**config.mk**
```make
export PLATFORM = sky130hd
export DESIGN_NAME = shared_parallel_io_port
export DESIGN_NICKNAME = d
export VERILOG_FILES = /design/src/pkg/parallel_io_pkg.sv /design/src/rtl/shared_parallel_io_port.sv
export VERILOG_INCLUDE_DIRS = /design/src /design/src/pkg
export SDC_FILE = /design/constraint.sdc
export NUM_CORES = 1
export LEC_CHECK = 0
export BUFFER_PORTS_ARGS = -buffer_cell sky130_fd_sc_hd__clkbuf_2
export CORE_MARGIN = 4
export CORE_UTILIZATION = 35
export DETAILED_ROUTE_END_ITERATION = 6
export HOLD_SLACK_MARGIN = 0.1
export PLACE_DENSITY = 0.64
export SLEW_MARGIN = 10
export SYNTH_ARGS = -nofsm -noshare
export SYNTH_HDL_FRONTEND = slang
export SYNTH_SLANG_ARGS = --single-unit
```
**constraint.sdc**
```tcl
create_clock -name aclk -period 6.2 [get_ports aclk]
set_input_delay 0.93 -clock aclk [delete_from_list [all_inputs] [get_ports aclk]]
set_output_delay 0.93 -clock aclk [all_outputs]
set_load 0.005 [all_outputs]
```
**src/pkg/parallel_io_map.svh**
```systemverilog
// Purpose: offsets, response codes and reset values for the shared parallel io port
// Assumes: AXI4-Lite slave, 32-bit data, one register per aligned word
// Notes: pins are 16 per port
//
// Function
// - per pin, two muxes pick peripheral or port for output data and enable
// - port output data never loops back into a sharing peripheral's input
// - actively driving peripheral disables port driver; pin stays readable
// - enabled but idle peripheral lets the port drive the pin
// - direction bit one means input, zero means output
// - any reset returns every direction bit to input
// - latch register reads stored latch and writes update it
// - pin register reads pin levels; writing it updates the latch
// - unimplemented bits read zero in latch, direction and pin value
// - pin shared only with input-only function acts as dedicated port pin
// - open-drain bit set drives only low; cleared gives push-pull
// - cleared analog select bit makes pin analog; analog pins reset analog
// - with two converters, cleared bit in either makes pin analog
// - analog pins read zero in the pin-value register
// - digital input pins are not routed to the converter
`ifndef PARALLEL_IO_MAP_SVH
`define PARALLEL_IO_MAP_SVH

`define PRT_OFF_DIRECTION      12'h000
`define PRT_OFF_PIN_VALUE      12'h004
`define PRT_OFF_OUTPUT_LATCH   12'h008
`define PRT_OFF_OPEN_DRAIN     12'h00C
`define PRT_OFF_ANALOG_CFG1    12'h010
`define PRT_OFF_ANALOG_CFG2    12'h014
`define PRT_RST_DIRECTION      16'hFFFF
`define PRT_RST_ZERO           16'h0000
`define PRT_RESP_OKAY          2'h0
`define PRT_RESP_SLVERR        2'h2

`endif

```
**src/pkg/parallel_io_pkg.sv**
```systemverilog
// Purpose: types for the shared parallel io port
// Assumes: 16-bit port
// Notes: none
package parallel_io_pkg;
   typedef struct packed {
      logic [15:0] enabled;   // peripheral enabled on pin
      logic [15:0] active;    // peripheral actively driving
      logic [15:0] data;      // peripheral output data
      logic [15:0] oe;        // peripheral output enable
   } periph_drive_t;

   typedef struct packed {
      logic [15:0] out;
      logic [15:0] oe;
   } pin_drive_t;

   typedef enum logic [1:0] {
      WR_IDLE = 2'b00,
      WR_RESP = 2'b01
   } wr_state_t;
endpackage

```
**src/rtl/shared_parallel_io_port.sv**
```systemverilog
// Purpose: shared parallel io port with AXI4-Lite registers
// Assumes: aclk 100 MHz, synchronous active-low reset
// Notes: one write and one read in flight at a time
//
// The address map and the AXI4-Lite interface to the registers were decided locally.
`timescale 1ns/100ps
`include "parallel_io_map.svh"

module shared_parallel_io_port #(
   parameter logic [15:0] IMPL_MASK   = 16'hFFFF,  // bits present on this variant
   parameter logic [15:0] ANALOG_MASK = 16'h00FF,  // bits with an analog function
   parameter logic [15:0] INONLY_MASK = 16'h0000   // bits shared only with input-only use
) (
   input  wire logic                          aclk,
   input  wire logic                          aresetn,
   input  wire logic [11:0]                   s_axi_awaddr,
   input  wire logic                          s_axi_awvalid,
   output logic                               s_axi_awready,
   input  wire logic [31:0]                   s_axi_wdata,
   input  wire logic [3:0]                    s_axi_wstrb,
   input  wire logic                          s_axi_wvalid,
   output logic                               s_axi_wready,
   output logic [1:0]                         s_axi_bresp,
   output logic                               s_axi_bvalid,
   input  wire logic                          s_axi_bready,
   input  wire logic [11:0]                   s_axi_araddr,
   input  wire logic                          s_axi_arvalid,
   output logic                               s_axi_arready,
   output logic [31:0]                        s_axi_rdata,
   output logic [1:0]                         s_axi_rresp,
   output logic                               s_axi_rvalid,
   input  wire logic                          s_axi_rready,
   input  wire parallel_io_pkg::periph_drive_t periph,
   output logic [15:0]                        periph_in,
   output logic [15:0]                        analog_connect,
   input  wire logic [15:0]                   pin_in,
   output logic [15:0]                        pin_out,
   output logic [15:0]                        pin_oe
);

   ////////////////////////////////////////////////////////////////////////////
   // registers
   logic [15:0]                 direction_reg;
   logic [15:0]                 output_latch_reg;
   logic [15:0]                 open_drain_ctl_reg;
   logic [15:0]                 analog_cfg_low_reg;   // first converter
   logic [15:0]                 analog_cfg_high_reg;  // second converter
   logic [15:0]                 pin_meta;
   logic [15:0]                 pin_sync;
   parallel_io_pkg::wr_state_t  wr_state;
   logic                        aw_held;
   logic                        w_held;
   logic [11:0]                 aw_addr;
   logic [31:0]                 w_data;
   logic [3:0]                  w_strb;

   ////////////////////////////////////////////////////////////////////////////
   // pin path
   wire logic [15:0] analog_pin  = ANALOG_MASK & ~(analog_cfg_low_reg & analog_cfg_high_reg);
   wire logic [15:0] shared_pin  = ~INONLY_MASK;
   wire logic [15:0] periph_own  = periph.enabled & periph.active & shared_pin;
   wire logic [15:0] port_oe     = ~direction_reg & IMPL_MASK;
   wire logic [15:0] port_drive_en = port_oe & ~(open_drain_ctl_reg & output_latch_reg);
   wire logic [15:0] port_data   = output_latch_reg & ~open_drain_ctl_reg;
   wire logic [15:0] pin_value   = pin_sync & ~analog_pin & IMPL_MASK;

   // output data and enable muxes; port driver off while peripheral owns pin
   assign pin_out        = (periph_own & periph.data) | (~periph_own & port_data);
   assign pin_oe         = (periph_own & periph.oe) | (~periph_own & port_drive_en);
   // peripheral sees the pad level only, never the latch; masked when port drives
   assign periph_in      = pin_sync & ~(port_drive_en & ~periph_own);
   assign analog_connect = analog_pin;

   // first flop read only by the second
   always_ff @(posedge aclk) begin
      pin_meta <= pin_in;
      pin_sync <= pin_meta;
   end

   ////////////////////////////////////////////////////////////////////////////
   // axi write
   wire logic        aw_take   = s_axi_awvalid & s_axi_awready;
   wire logic        w_take    = s_axi_wvalid & s_axi_wready;
   wire logic        have_aw   = aw_held | aw_take;
   wire logic        have_w    = w_held | w_take;
   wire logic [11:0] wr_addr   = aw_held ? aw_addr : s_axi_awaddr;
   wire logic [31:0] wr_data   = w_held ? w_data : s_axi_wdata;
   wire logic [3:0]  wr_strb   = w_held ? w_strb : s_axi_wstrb;
   wire logic        wr_fire   = (wr_state == parallel_io_pkg::WR_IDLE) & have_aw & have_w;
   wire logic [15:0] strb_mask = {{8{wr_strb[1]}}, {8{wr_strb[0]}}};
   wire logic [15:0] wr_val    = wr_data[15:0];
   wire logic        wr_dir    = wr_fire & (wr_addr == `PRT_OFF_DIRECTION);
   wire logic        wr_lat    = wr_fire & ((wr_addr == `PRT_OFF_OUTPUT_LATCH) |
                                            (wr_addr == `PRT_OFF_PIN_VALUE));
   wire logic        wr_odc    = wr_fire & (wr_addr == `PRT_OFF_OPEN_DRAIN);
   wire logic        wr_an1    = wr_fire & (wr_addr == `PRT_OFF_ANALOG_CFG1);
   wire logic        wr_an2    = wr_fire & (wr_addr == `PRT_OFF_ANALOG_CFG2);
   wire logic        wr_hit    = wr_dir | wr_lat | wr_odc | wr_an1 | wr_an2;

   function automatic logic [15:0] merge(input logic [15:0] old, input logic [15:0] val,
                                         input logic [15:0] m);
      merge = (old & ~m) | (val & m & IMPL_MASK);
   endfunction

   assign s_axi_awready = (wr_state == parallel_io_pkg::WR_IDLE) & ~aw_held;
   assign s_axi_wready  = (wr_state == parallel_io_pkg::WR_IDLE) & ~w_held;
   assign s_axi_bvalid  = (wr_state == parallel_io_pkg::WR_RESP);

   always_ff @(posedge aclk) begin
      if (!aresetn) begin
         wr_state    <= parallel_io_pkg::WR_IDLE;
         aw_held     <= 1'b0;
         w_held      <= 1'b0;
         aw_addr     <= 12'h000;
         w_data      <= 32'h00000000;
         w_strb      <= 4'h0;
         s_axi_bresp <= `PRT_RESP_OKAY;
      end else begin
         case (wr_state)
            parallel_io_pkg::WR_IDLE: begin
               if (wr_fire) begin
                  wr_state    <= parallel_io_pkg::WR_RESP;
                  aw_held     <= 1'b0;
                  w_held      <= 1'b0;
                  s_axi_bresp <= wr_hit ? `PRT_RESP_OKAY : `PRT_RESP_SLVERR;
               end else begin
                  if (aw_take) begin
                     aw_held <= 1'b1;
                     aw_addr <= s_axi_awaddr;
                  end
                  if (w_take) begin
                     w_held <= 1'b1;
                     w_data <= s_axi_wdata;
                     w_strb <= s_axi_wstrb;
                  end
               end
            end
            parallel_io_pkg::WR_RESP: begin
               if (s_axi_bready) begin
                  wr_state <= parallel_io_pkg::WR_IDLE;
               end
            end
            default: wr_state <= parallel_io_pkg::WR_IDLE;
         endcase
      end
   end

   always_ff @(posedge aclk) begin
      if (!aresetn) begin
         direction_reg       <= `PRT_RST_DIRECTION;
         output_latch_reg    <= `PRT_RST_ZERO;
         open_drain_ctl_reg  <= `PRT_RST_ZERO;
         analog_cfg_low_reg  <= `PRT_RST_ZERO;
         analog_cfg_high_reg <= `PRT_RST_ZERO;
      end else begin
         if (wr_dir) direction_reg <= merge(direction_reg, wr_val, strb_mask) | ~IMPL_MASK;
         if (wr_lat) output_latch_reg <= merge(output_latch_reg, wr_val, strb_mask);
         if (wr_odc) open_drain_ctl_reg <= merge(open_drain_ctl_reg, wr_val, strb_mask);
         if (wr_an1) analog_cfg_low_reg <= merge(analog_cfg_low_reg, wr_val, strb_mask);
         if (wr_an2) analog_cfg_high_reg <= merge(analog_cfg_high_reg, wr_val, strb_mask);
      end
   end

   ////////////////////////////////////////////////////////////////////////////
   // axi read; pin read two cycles after pin change through synchroniser
   wire logic [11:0] rd_addr = s_axi_araddr;
   wire logic        rd_hit  = (rd_addr == `PRT_OFF_DIRECTION) | (rd_addr == `PRT_OFF_PIN_VALUE) |
                               (rd_addr == `PRT_OFF_OUTPUT_LATCH) | (rd_addr == `PRT_OFF_OPEN_DRAIN) |
                               (rd_addr == `PRT_OFF_ANALOG_CFG1) | (rd_addr == `PRT_OFF_ANALOG_CFG2);
   logic [15:0] rd_word;
   always_comb begin
      case (rd_addr)
         `PRT_OFF_DIRECTION:    rd_word = direction_reg & IMPL_MASK;
         `PRT_OFF_PIN_VALUE:    rd_word = pin_value;
         `PRT_OFF_OUTPUT_LATCH: rd_word = output_latch_reg & IMPL_MASK;
         `PRT_OFF_OPEN_DRAIN:   rd_word = open_drain_ctl_reg;
         `PRT_OFF_ANALOG_CFG1:  rd_word = analog_cfg_low_reg;
         `PRT_OFF_ANALOG_CFG2:  rd_word = analog_cfg_high_reg;
         default:               rd_word = 16'h0000;
      endcase
   end

   assign s_axi_arready = ~s_axi_rvalid;

   always_ff @(posedge aclk) begin
      if (!aresetn) begin
         s_axi_rvalid <= 1'b0;
         s_axi_rdata  <= 32'h00000000;
         s_axi_rresp  <= `PRT_RESP_OKAY;
      end else if (s_axi_arvalid & s_axi_arready) begin
         s_axi_rvalid <= 1'b1;
         s_axi_rdata  <= {16'h0000, rd_word};
         s_axi_rresp  <= rd_hit ? `PRT_RESP_OKAY : `PRT_RESP_SLVERR;
      end else if (s_axi_rready) begin
         s_axi_rvalid <= 1'b0;
      end
   end

endmodule // shared_parallel_io_port

```
Yosys cells after proc, flatten, opt, wreduce, memory -nomap -nowiden
Cells that the tools add are included.

cells by class
  reduce and logical (&&, ||, !) cells = 12
  equal/unequal tests = 13
  bitwise gates (word level) = 60
  muxes and demuxes = 15

operators with widths
  operator               number
  $and A16 B16 Y16       16
  $or A16 B16 Y16        7
  $not A16 Y16           6
  $pmux W16 S6           1
  $eq A12 B4 Y1 const B  4
  $eq A12 B5 Y1 const B  4
  $eq A12 B3 Y1 const B  2
  $logic_not A12 Y1      2
  $mux W16               1
  $not A8 Y16            1
  $and A1 B1 Y1          12
  $mux W12               1
  $or A1 B1 Y1           12
  $mux W2                5
  $and A8 B8 Y8          1
  $not A8 Y8             1
  $reduce_and A2 Y1      4
  $mux W1                6
  $reduce_and A3 Y1      2
  $reduce_bool A2 Y1     3
  $not A1 Y1             4
  $pmux W2 S2            1
  $eq A2 B1 Y1 const B   1
  $logic_not A2 Y1       1
  2 further kinds        2

word-level totals
  flip-flop bits (word level) = 167
  logic and storage cells = 117
  output and inout bits = 105
  input port bits = 147

Logic depth before layout (Yosys ltp)
Gate-level depths: netlist (run 1).

  word-level depth = 12
  mapped depth = 8
  gate-level depth less buffers = 4

Worst setup path after synthesis (run 1)
OpenSTA, ideal clock, no wires.

  kind = input-to-reg
  start point = in s_axi_awaddr[8]
  end point = reg with a tool-made name
  setup time = 121 ps
  required time = 6079 ps
  path buffers = 2
  data arrival time = 2628 ps
  stages on the path = 6
  slack = 3451 ps
  path through = or4_1 > o22a_1 > buf_6 > nor4b_1 > buf_4 > mux2_2

RTL lines
  item             line                           source
  start, declared  shared_parallel_io_port.sv:16  input wire logic [11:0] s_axi_awaddr,

Worst setup path in the final report (run 1)
  start point = in s_axi_araddr[4]
  end point = reg s_axi_rdata[11]

between the ends
  cells in the longest elaborated chain, start to end = 2
  elaborated cells on any way between the ends = 7
  classes of those cells = eq/ne (5); mux (1); reduce/logical (1)

RTL lines
  item                                         line                            source
  start, declared                              shared_parallel_io_port.sv:26   input wire logic [11:0] s_axi_araddr,
  $eq A12 B5 Y1, or another cell as far along  shared_parallel_io_port.sv:172  case (rd_addr)
  $pmux W16 S6 (*)                             shared_parallel_io_port.sv:172
  end signal, assigned                         shared_parallel_io_port.sv:192  s_axi_rdata <= {16'h0000, rd_word};
  end, declared                                shared_parallel_io_port.sv:29   output logic [31:0] s_axi_rdata,

Every way passes the cells marked *; elsewhere a longest branch is shown, timed or not.
A chain may end at the register's enable or synchronous reset.

==> reports/results.txt, run 1 <==
Required @ worst endpoint: 6.55 ns
Mean Syn Cell Area: 9.27 sq um
DRT Pass-1 Iters: 4
Crit-path slowest cell: or4b_2
Grt total ovfl: 0
Largest net degree at the start of global routing: 64
Lkg Pwr: 0.00429 uW
Slack of the worst reg-to-reg path: 3.17 ns
TritonCTS clock tree: done
Nets: 1179
Wire per inst: 16.9 microns
VDD IR max: 0.166 mV
Worst-Skew Late Latency: 0.42 ns
CP Max Fanout: 34
Post-synthesis cell area: 0.00777 sq mm
Synth top area share: 42.2%
Post-CTS setup buffer count: 0
Synth area leaders: dfxtp_1 (42%), mux2i_1 (16%), nand2_1 (7.2%)
Ys flop type: dfxtp_1
Synth area leader: dfxtp_1
DRT iter0 DRCs: 431
GR Util met3: 4.37%
Worst r2r src: aw_held
Core ar.: 0.0218 sq mm
GR Util All Layers: 17.7%
Initial antenna violation count: 1
Crit start category: primary input
I/O Buffers: 207
Dpl hpwl: 15.9 mm
Met2 Use GR: 29.3%
Area delta synth->final: 22.9%
FILL cells: 2171
Die footprint: 0.0247 sq mm
Power, Total: 2400 uW
Worst EP arrival: 3.55 ns
Kind of critical path: in -> reg
Flops & latches, synth: 164
Max frequency: 313 MHz
Antenna diodes: 0
CP Launch Point: s_axi_araddr[4]
Critical-path cell list: clkbuf_2, buf_4, or4b_2, nor3_1, a221oi_1, a21oi_1
CTS Sinks: 164
Hold buffers post-CTS: 0
Number of global-route vias before repair: 6393
GRT met1 Usage: 22.8%
Max cap viols: 0
Num CTS Buffers: 17
Type of the worst min-delay path: reg -> reg
Minimum clock period: 3.20 ns
Initial core utilization: 35.6%
First-pass GRT wire length: 34.2 mm
DR DRC count: 0
Setup violators final: 0
Fin. max-slew vios: 0
RSZ-0062 raised after global routing: no
Chip height: 157 microns
Commonest non-fill, non-tap cell in the layout: clkbuf_2
Worst-margin pin slew: 1.10 ns
Cell Pwr Density: 251 mW/mm^2
Clock Skew: 0.0105 ns
Slew headroom: 26.7%
Reg clk slew, reported paths: 0.07 ns
Fin. Hold Viols: 0
R2R depth: 4
HP Start: pin_meta[8]
Via-to-Cell Ratio: 5.11
Tcrit/Tclk final: 51.6%
Critical Path End: s_axi_rdata[11]
Ys async rst share: 0%
Final Wtd Congestion: 0.776
Most Used Layer, Global Route: met2
Commonest cells after routing, fill and taps aside: clkbuf_2 (206), dfxtp_1 (164), nand2_1 (150), mux2i_1 (126), nor2_1 (69)
Antenna Nets Post-Route: 0
CP Capture Type: flip-flop
Yosys warning total: 0
Post-synth EDFFs: 0
I/O Pins: 252
CTS max path bufs: 2
Die Wd: 157 microns
H-tree levels: 4
Overall routed net length: 22.4 mm
Unique cell type count in the Yosys netlist: 52
Status: completed
Root buffer cell: clkbuf_16
Sequential share of the synthesized area: 42.2%
Layout cells sized above 1: 30.9%
Row count: 54
Via Count: 6765
Post-cts resize count: 0
Gate Count Post-Synth: 839
Setup TNS: 0 ns
Crit-path max cell delay: 0.93 ns
final cells by class:
class	instances	area, sq um	share of cell area, %
Clock inverter	12	120	1.26
Clock buffer	19	453	4.74
Sequential cell	164	3280	34.4
Tap cell	280	350	3.67
Multi-Input combinational cell	629	4230	44.2
Inverter	4	15.0	0.157
Timing Repair Buffer	216	1110	11.6
power breakdown:
group          switching, uW  internal [uW]
clock network            452            582
registers               22.9           1080
logic                    144            115
total                    619           1780
per-layer routing:
metal / routed length, microns / part of all wire, % / vias up
met5: 11 / 0.049 / -
met4: 540 / 2.4 / 2
met3: 1470 / 6.6 / 34
met2: 10400 / 46 / 208
met1: 9960 / 44 / 3177
li1: - / - / 3344
worst min-delay path by stage:
stage	end	cells after the start	slack (ns)
after floorplan	pin_sync[0]	0	0.31
after global placement	pin_sync[5]	0	0.31
after detailed placement	pin_sync[12]	0	0.31
after CTS	pin_sync[12]	0	0.33
after global routing	pin_sync[12]	0	0.33
final	pin_sync[8]	0	0.32
logic make-up after synthesis:
| group | after synthesis | share of synthesized area, % |
|---|---|---|
| flip-flops | 164 | 42.2 |
| XOR/XNOR | 2 | 0.225 |
| buffers and inverters | 71 | 5.01 |
| AND/OR/NAND/NOR | 329 | 20.7 |
| AO/OA/AOI/OAI | 108 | 9.88 |
| multiplexers | 164 | 21.9 |
| other | 1 | 0.0482 |
critical path: cells and delay by family:
kind	cells	cell delay, ns
and+or+nand+nor	2	1.81
AOI/OAI and AO/OA	2	0.43
buffers and inverters	2	0.35
synthesized netlist by cell type (3+ instances only):
cell type,number
nand3_1,31
o21ai_0,17
nor4_4,4
nand4_2,4
mux2i_1,126
nand3b_1,17
or4b_2,3
nor3_1,7
a32oi_1,3
clkbuf_1,25
nor3b_1,4
buf_4,28
a31o_2,16
buf_1,5
nor2b_1,17
mux2_2,37
a221oi_1,22
o22ai_1,6
a31oi_1,9
nand4_1,3
a21oi_1,18
o41ai_1,6
dfxtp_1,164
nand2_1,150
inv_1,3
buf_2,8
or4_1,4
nor2_1,69
through the flow:
stage | worst slack (ns) | hold WS (ns) | instance area [sq um] | util [%] | std cells
2_1_floorplan | 3.45 | 0.310 | 7870 | - | 864
3_3_place_gp | 2.63 | 0.311 | 8980 | 41.1 | 1293
3_5_place_dp | 2.48 | 0.314 | 8980 | 41.1 | 1293
4_1_cts | 2.92 | 0.329 | 9550 | 43.8 | 1324
5_1_grt | 2.82 | 0.331 | 9550 | 43.8 | 1324
6_report | 3.00 | 0.323 | 9550 | 43.8 | 1324
(Power assumes the default switching activity.)
==> run 2: changes to the inputs <==
--- a/config.mk
+++ b/config.mk
@@ -6,12 +6,13 @@
 export SDC_FILE = /design/constraint.sdc
 export NUM_CORES = 1
 export LEC_CHECK = 0
+export ABC_AREA = 1
 export BUFFER_PORTS_ARGS = -buffer_cell sky130_fd_sc_hd__clkbuf_2
 export CORE_MARGIN = 4
 export CORE_UTILIZATION = 35
 export DETAILED_ROUTE_END_ITERATION = 6
 export HOLD_SLACK_MARGIN = 0.1
-export PLACE_DENSITY = 0.64
+export PLACE_DENSITY = 0.63
 export SLEW_MARGIN = 10
 export SYNTH_ARGS = -nofsm -noshare
 export SYNTH_HDL_FRONTEND = slang
==> constraint.sdc (replaced) <==
create_clock -name aclk -period 3.3 [get_ports aclk]
set_input_delay 0.495 -clock aclk [delete_from_list [all_inputs] [get_ports aclk]]
set_output_delay 0.495 -clock aclk [all_outputs]
set_load 0.005 [all_outputs]
==> run 2 against run 1 <==
Compared with the run above:
- clock power up 89%
- worst setup slack got worse by 2.3 ns
- clock-buffer cell count is 1 higher
==> reports/results.txt, run 2 <==
H-tree levels: 4
Required @ worst endpoint: 3.67 ns
Setup TNS: 0 ns
Hold buffers post-CTS: 0
Area delta synth->final: 20.4%
Gate Count Post-Synth: 1363
Sw frac: 29.1%
Fin. Hold Viols: 0
Core ar.: 0.0244 sq mm
DRT iter0 DRCs: 511
Sequential share of the synthesized area: 37.8%
Number of global-route vias before repair: 7847
Ys async rst share: 0%
Worst-margin pin slew: 1.20 ns
Tcrit/Tclk final: 78.4%
Pint: 3380 uW
Critical-path cell list: inv_2, nor2_1, nand3_1, nand2_1, nand3_1, nor2_4, nand3_2, nand2_1, inv_1, nor2_1
Final Cell Area: 0.0105 sq mm
Kind of critical path: reg -> reg
TritonCTS clock tree: done
Row count: 57
Synth area leader: dfxtp_1
Minimum clock period: 2.59 ns
Post-cts resize count: 0
Die Wd: 165 microns
CP Max Fanout: 20
I/O Buffers: 207
CTS max path bufs: 2
Clock power frac: 40.9%
Post-synth EDFFs: 0
Final Wtd Congestion: 0.782
Grt total ovfl: 0
Max frequency: 387 MHz
Unique cell type count in the Yosys netlist: 32
Combinational share of power: 14.8%
Antenna Nets Post-Route: 0
Post-CTS setup buffer count: 0
Flops & latches, synth: 164
Crit-path slowest cell: dfxtp_1
DR DRC count: 0
Layout cells sized above 1: 19.4%
Status: completed
Post-synthesis cell area: 0.00868 sq mm
Antenna diodes: 0
Cell Pwr Density: 456 mW/mm^2
Ys flop type: dfxtp_1
Yosys warning total: 0
Reg clk slew, reported paths: 0.07 ns
Chip height: 165 microns
Count leader, synth: nand2_1
CTS Sinks: 164
Placed inst area: 0.00988 sq mm
Setup violators final: 0
DRT Pass-1 Iters: 5
Type of the worst min-delay path: in -> reg
VDD IR max: 0.266 mV
Initial antenna violation count: 2
First-pass GRT wire length: 39.7 mm
Synth top area share: 37.8%
Commonest cells after routing, fill and taps aside: nand2_1 (298), inv_1 (225), nor2_1 (210), clkbuf_2 (206), dfxtp_1 (164)
Synth area leaders: dfxtp_1 (38%), nand2_1 (13%), inv_1 (9.7%)
Via Count: 8689
Dpl hpwl: 18.2 mm
Slew headroom: 19.5%
Initial core utilization: 35.6%
Crit-path max cell delay: 0.68 ns
Lkg Pwr: 0.00542 uW
Num CTS Buffers: 17
Die footprint: 0.0274 sq mm
GR Util All Layers: 18.5%
Synth top cells by count: nand2_1 (298), inv_1 (225), nor2_1 (213), dfxtp_1 (164), nand3_1 (145)
Commonest non-fill, non-tap cell in the layout: nand2_1
Root buffer cell: clkbuf_16
Fin. max-slew vios: 0
Largest net degree at the start of global routing: 65
Via-to-Cell Ratio: 4.61
CP Capture Type: flip-flop
Sequential share of power: 44.3%
Reported net switching power: 1390 uW
Max cap viols: 0
RSZ-0062 raised after global routing: no
I/O Pins: 252
Mean Syn Cell Area: 6.37 sq um
Nets: 1693
Worst-Skew Late Latency: 0.43 ns
Worst EP arrival: 2.95 ns
Clock Skew: 0.00830 ns
Wire per inst: 13.6 microns
FILL cells: 2573
Crit start category: flip-flop
Overall routed net length: 25.6 mm
## run 2: cell types whose count changed in the layout (fill, tap and decap cells not counted), sizes merged, moves of 16 or more
cell    before  now
mux2        37    0
inv         10  234
mux2i      126    0
nor2        69  220
a221oi      22    0
nand4        7   64
nor2b       17    0
o21ai       18   88
nand3       31  154
nand2      150  303
a31o        16    0
## run 2: power groups by stage
| stage | registers, uW | clock network, uW | logic (uW) |
|---|---|---|---|
| 3_5_place_dp | 2160 | 0 | 701 |
| 3_3_place_gp | 2150 | 0 | 690 |
| 5_1_grt | 2120 | 2080 | 795 |
| 6_report | 2110 | 1950 | 704 |
| 2_1_floorplan | 2140 | 0 | 461 |
| 4_1_cts | 2110 | 1990 | 704 |
## run 2: area by class of cell
type	count	area [sq um]	share of cell area [%]
multi-input combinational	908	4150	39.7
sequential	164	3280	31.4
timing repair buffer	223	1170	11.2
inverter	232	871	8.33
clock buffer	20	447	4.27
tap	324	405	3.88
clock inverter	12	121	1.16
## run 2: worst paths after layout
kind               startpoint  cells past startpoint  slack (ns)          end
setup reg to reg      aw_held                     10        0.71    flip-flop
setup / recovery      aw_held                     10        0.71    flip-flop
hold reg to reg   pin_meta[7]                      0        0.33  pin_sync[7]
hold / removal      pin_in[8]                      1        0.16  pin_meta[8]
## run 2: worst max-delay path, delay by kind of cell, from the launching register on
kind | cells | cell delay [ns]
buffers and inverters | 2 | 0.25
DFF | 1 | 0.68
and+or+nand+nor | 8 | 1.59
## run 2: per-stage QoR
stage               total power (uW)  instances  worst slack, ns  utilization, %  hold WS [ns]
finish                          4760       1883            0.714            42.8         0.160
global route                    4990       1883            0.411            42.8         0.136
CTS                             4810       1883            0.729            42.8         0.140
detailed placement              2860       1851            0.736            40.5         0.314
global placement                2840       1851            0.747            40.5         0.311
floorplan                       2610       1388             1.58               -         0.310
## run 2: layer usage
metal | global-route usage (%) | vias up | share of wire (%)
met3 | 5.68 | 29 | 9.4
met1 | 24.5 | 3795 | 46
li1 | - | 4571 | -
met2 | 29.0 | 288 | 43
met4 | 5.21 | 6 | 1.5
met5 | 0.947 | - | 0.24
## run 2: logic make-up (layout without fill, tap and decap cells)
family          count (synthesis)  after routing  share of synthesized area, %
simple gates                  763            763                          39.5
buf+inv                       316            487                          15.5
flops                         164            164                          37.8
compound gates                119            119                          7.12
other cells                     1             26                        0.0432
==> run 3: changes to the inputs <==
--- a/config.mk
+++ b/config.mk
@@ -12,7 +12,7 @@
 export CORE_UTILIZATION = 35
 export DETAILED_ROUTE_END_ITERATION = 6
 export HOLD_SLACK_MARGIN = 0.1
-export PLACE_DENSITY = 0.63
+export PLACE_DENSITY = 0.65
 export SLEW_MARGIN = 10
 export SYNTH_ARGS = -nofsm -noshare
 export SYNTH_HDL_FRONTEND = slang
==> constraint.sdc (replaced) <==
create_clock -name aclk -period 2.3 [get_ports aclk]
set_input_delay 0.345 -clock aclk [delete_from_list [all_inputs] [get_ports aclk]]
set_output_delay 0.345 -clock aclk [all_outputs]
set_load 0.005 [all_outputs]
==> run 3 against run 2 <==
Compared with the run above:
- worst setup slack lost 0.49 ns
- first-iteration DRC count increased by 13%
- die area unchanged
- maximum frequency grew 24%
- sequential cell count unchanged
- total power increased by 47%
- via count is 2.3% higher
- critical path type unchanged
- largest cell class unchanged
==> reports/results.txt, run 3 (same netlist as run 2, synthesis figures left out) <==
Antenna Nets Post-Route: 0
Worst EP arrival: 2.45 ns
Row count: 57
Grt total ovfl: 0
CP Capture Type: flip-flop
Worst-margin pin slew: 0.877 ns
Max cap viols: 0
Commonest cells after routing, fill and taps aside: nand2_1 (298), inv_1 (225), nor2_1 (210), clkbuf_2 (206), dfxtp_1 (164)
Clock Skew: 0.0117 ns
Root buffer cell: clkbuf_16
Type of the worst min-delay path: in -> reg
Critical-path cell list: buf_4, a21oi_2, nor2_4, inv_2, nor2_4, buf_12, nand3_2, nand2_1, inv_1, nor2_1
Crit-path slowest cell: dfxtp_1
Initial core utilization: 35.6%
Setup TNS: 0 ns
CP Max Fanout: 56
Lkg Pwr: 0.00556 uW
Via-to-Cell Ratio: 4.65
Fin. max-slew vios: 0
Min Hold Slack: 0.148 ns
Antenna diodes: 0
DR DRC count: 0
Layout cells sized above 1: 19.9%
Nets: 1720
Tcrit/Tclk final: 90.4%
DRT Pass-1 Iters: 5
First-pass GRT wire length: 39.4 mm
Kind of critical path: reg -> reg
Die Wd: 165 microns
Minimum clock period: 2.08 ns
Placed inst area: 0.0100 sq mm
Dpl hpwl: 18.1 mm
H-tree levels: 4
Post-CTS setup buffer count: 0
Num CTS Buffers: 17
Most common cell on crit path: nor2_4
Max frequency: 481 MHz
Commonest non-fill, non-tap cell in the layout: nand2_1
Largest net degree at the start of global routing: 115
CTS max path bufs: 2
Fin. Hold Viols: 0
Reg clk slew, reported paths: 0.07 ns
I/O Buffers: 207
Cell Pwr Density: 651 mW/mm^2
TritonCTS clock tree: done
Via Count: 8885
Overall routed net length: 26.1 mm
Number of global-route vias before repair: 7679
Setup violators final: 0
VDD IR max: 0.533 mV
Required @ worst endpoint: 2.67 ns
I/O Pins: 252
Status: completed
Area delta synth->final: 24.1%
Core ar.: 0.0244 sq mm
Final Cell Area: 0.0108 sq mm
Initial antenna violation count: 1
Final Wtd Congestion: 0.820
GR Util All Layers: 18.2%
Chip height: 165 microns
Wire per inst: 13.6 microns
Slew headroom: 40.9%
Worst-Skew Late Latency: 0.43 ns
DRT iter0 DRCs: 576
Crit-path max cell delay: 0.41 ns
Die footprint: 0.0274 sq mm
Crit start category: flip-flop
RSZ-0062 raised after global routing: no
CTS Sinks: 164
run 3: where the power goes:
group	internal (uW)	leakage [uW]	switching [uW]	total (uW)
registers	2970	0.00134	57.2	3020
clock network	1640	0.000281	1270	2910
logic	383	0.00394	694	1080
run 3: layout make-up:
| cell class | count | area, sq um |
|---|---|---|
| clock buffer | 18 | 439 |
| clock inverter | 14 | 151 |
| fill | 2555 | 13600 |
| inverter | 232 | 871 |
| multi-input combinational | 908 | 4150 |
| sequential | 164 | 3280 |
| tap | 324 | 405 |
| timing repair buffer | 250 | 1460 |
run 3: worst paths after layout:
path              depth (start not counted)  slack, ns     endpoint              from
setup reg to reg                         10       0.22    flip-flop           aw_held
setup / recovery                         10       0.22    flip-flop           aw_held
hold reg to reg                           0       0.33  pin_sync[6]       pin_meta[6]
hold / removal                            3       0.15  aw_addr[10]  s_axi_awaddr[10]
run 3: through the flow:
| step | total power (uW) | setup slack, ns | std cells | util [%] |
|---|---|---|---|---|
| after floorplan | 3740 | 0.679 | 1388 | - |
| after global placement | 4120 | 0.268 | 1862 | 41.1 |
| after detailed placement | 4140 | 0.252 | 1862 | 41.1 |
| after CTS | 7060 | 0.203 | 1910 | 44.1 |
| after global routing | 7310 | 0.0492 | 1910 | 44.1 |
| final | 7010 | 0.221 | 1910 | 44.1 |
run 3: what timing repair did:
| item | 4_1_cts | 5_1_grt |
|---|---|---|
| hold endpoints to repair | 16 | 0 |
| gates resized for setup | 0 | 0 |
| hold buffers | 16 | 0 |
run 3: worst max-delay path: cells and delay by family, from the launching register on:
| kind | cells | cell delay [ns] |
|---|---|---|
| buffers and inverters | 4 | 0.64 |
| DFF | 1 | 0.41 |
| and+or+nand+nor | 5 | 0.88 |
| AOI/OAI and AO/OA | 1 | 0.07 |
run 3: per-layer routing:
layer | global-route usage, % | share of wire, % | vias to the layer above
li1 | - | - | 4626
met5 | 0 | 0.050 | -
met4 | 4.16 | 0.93 | 2
met2 | 29.4 | 44 | 323
met3 | 3.75 | 8.0 | 25
met1 | 25.2 | 47 | 3909
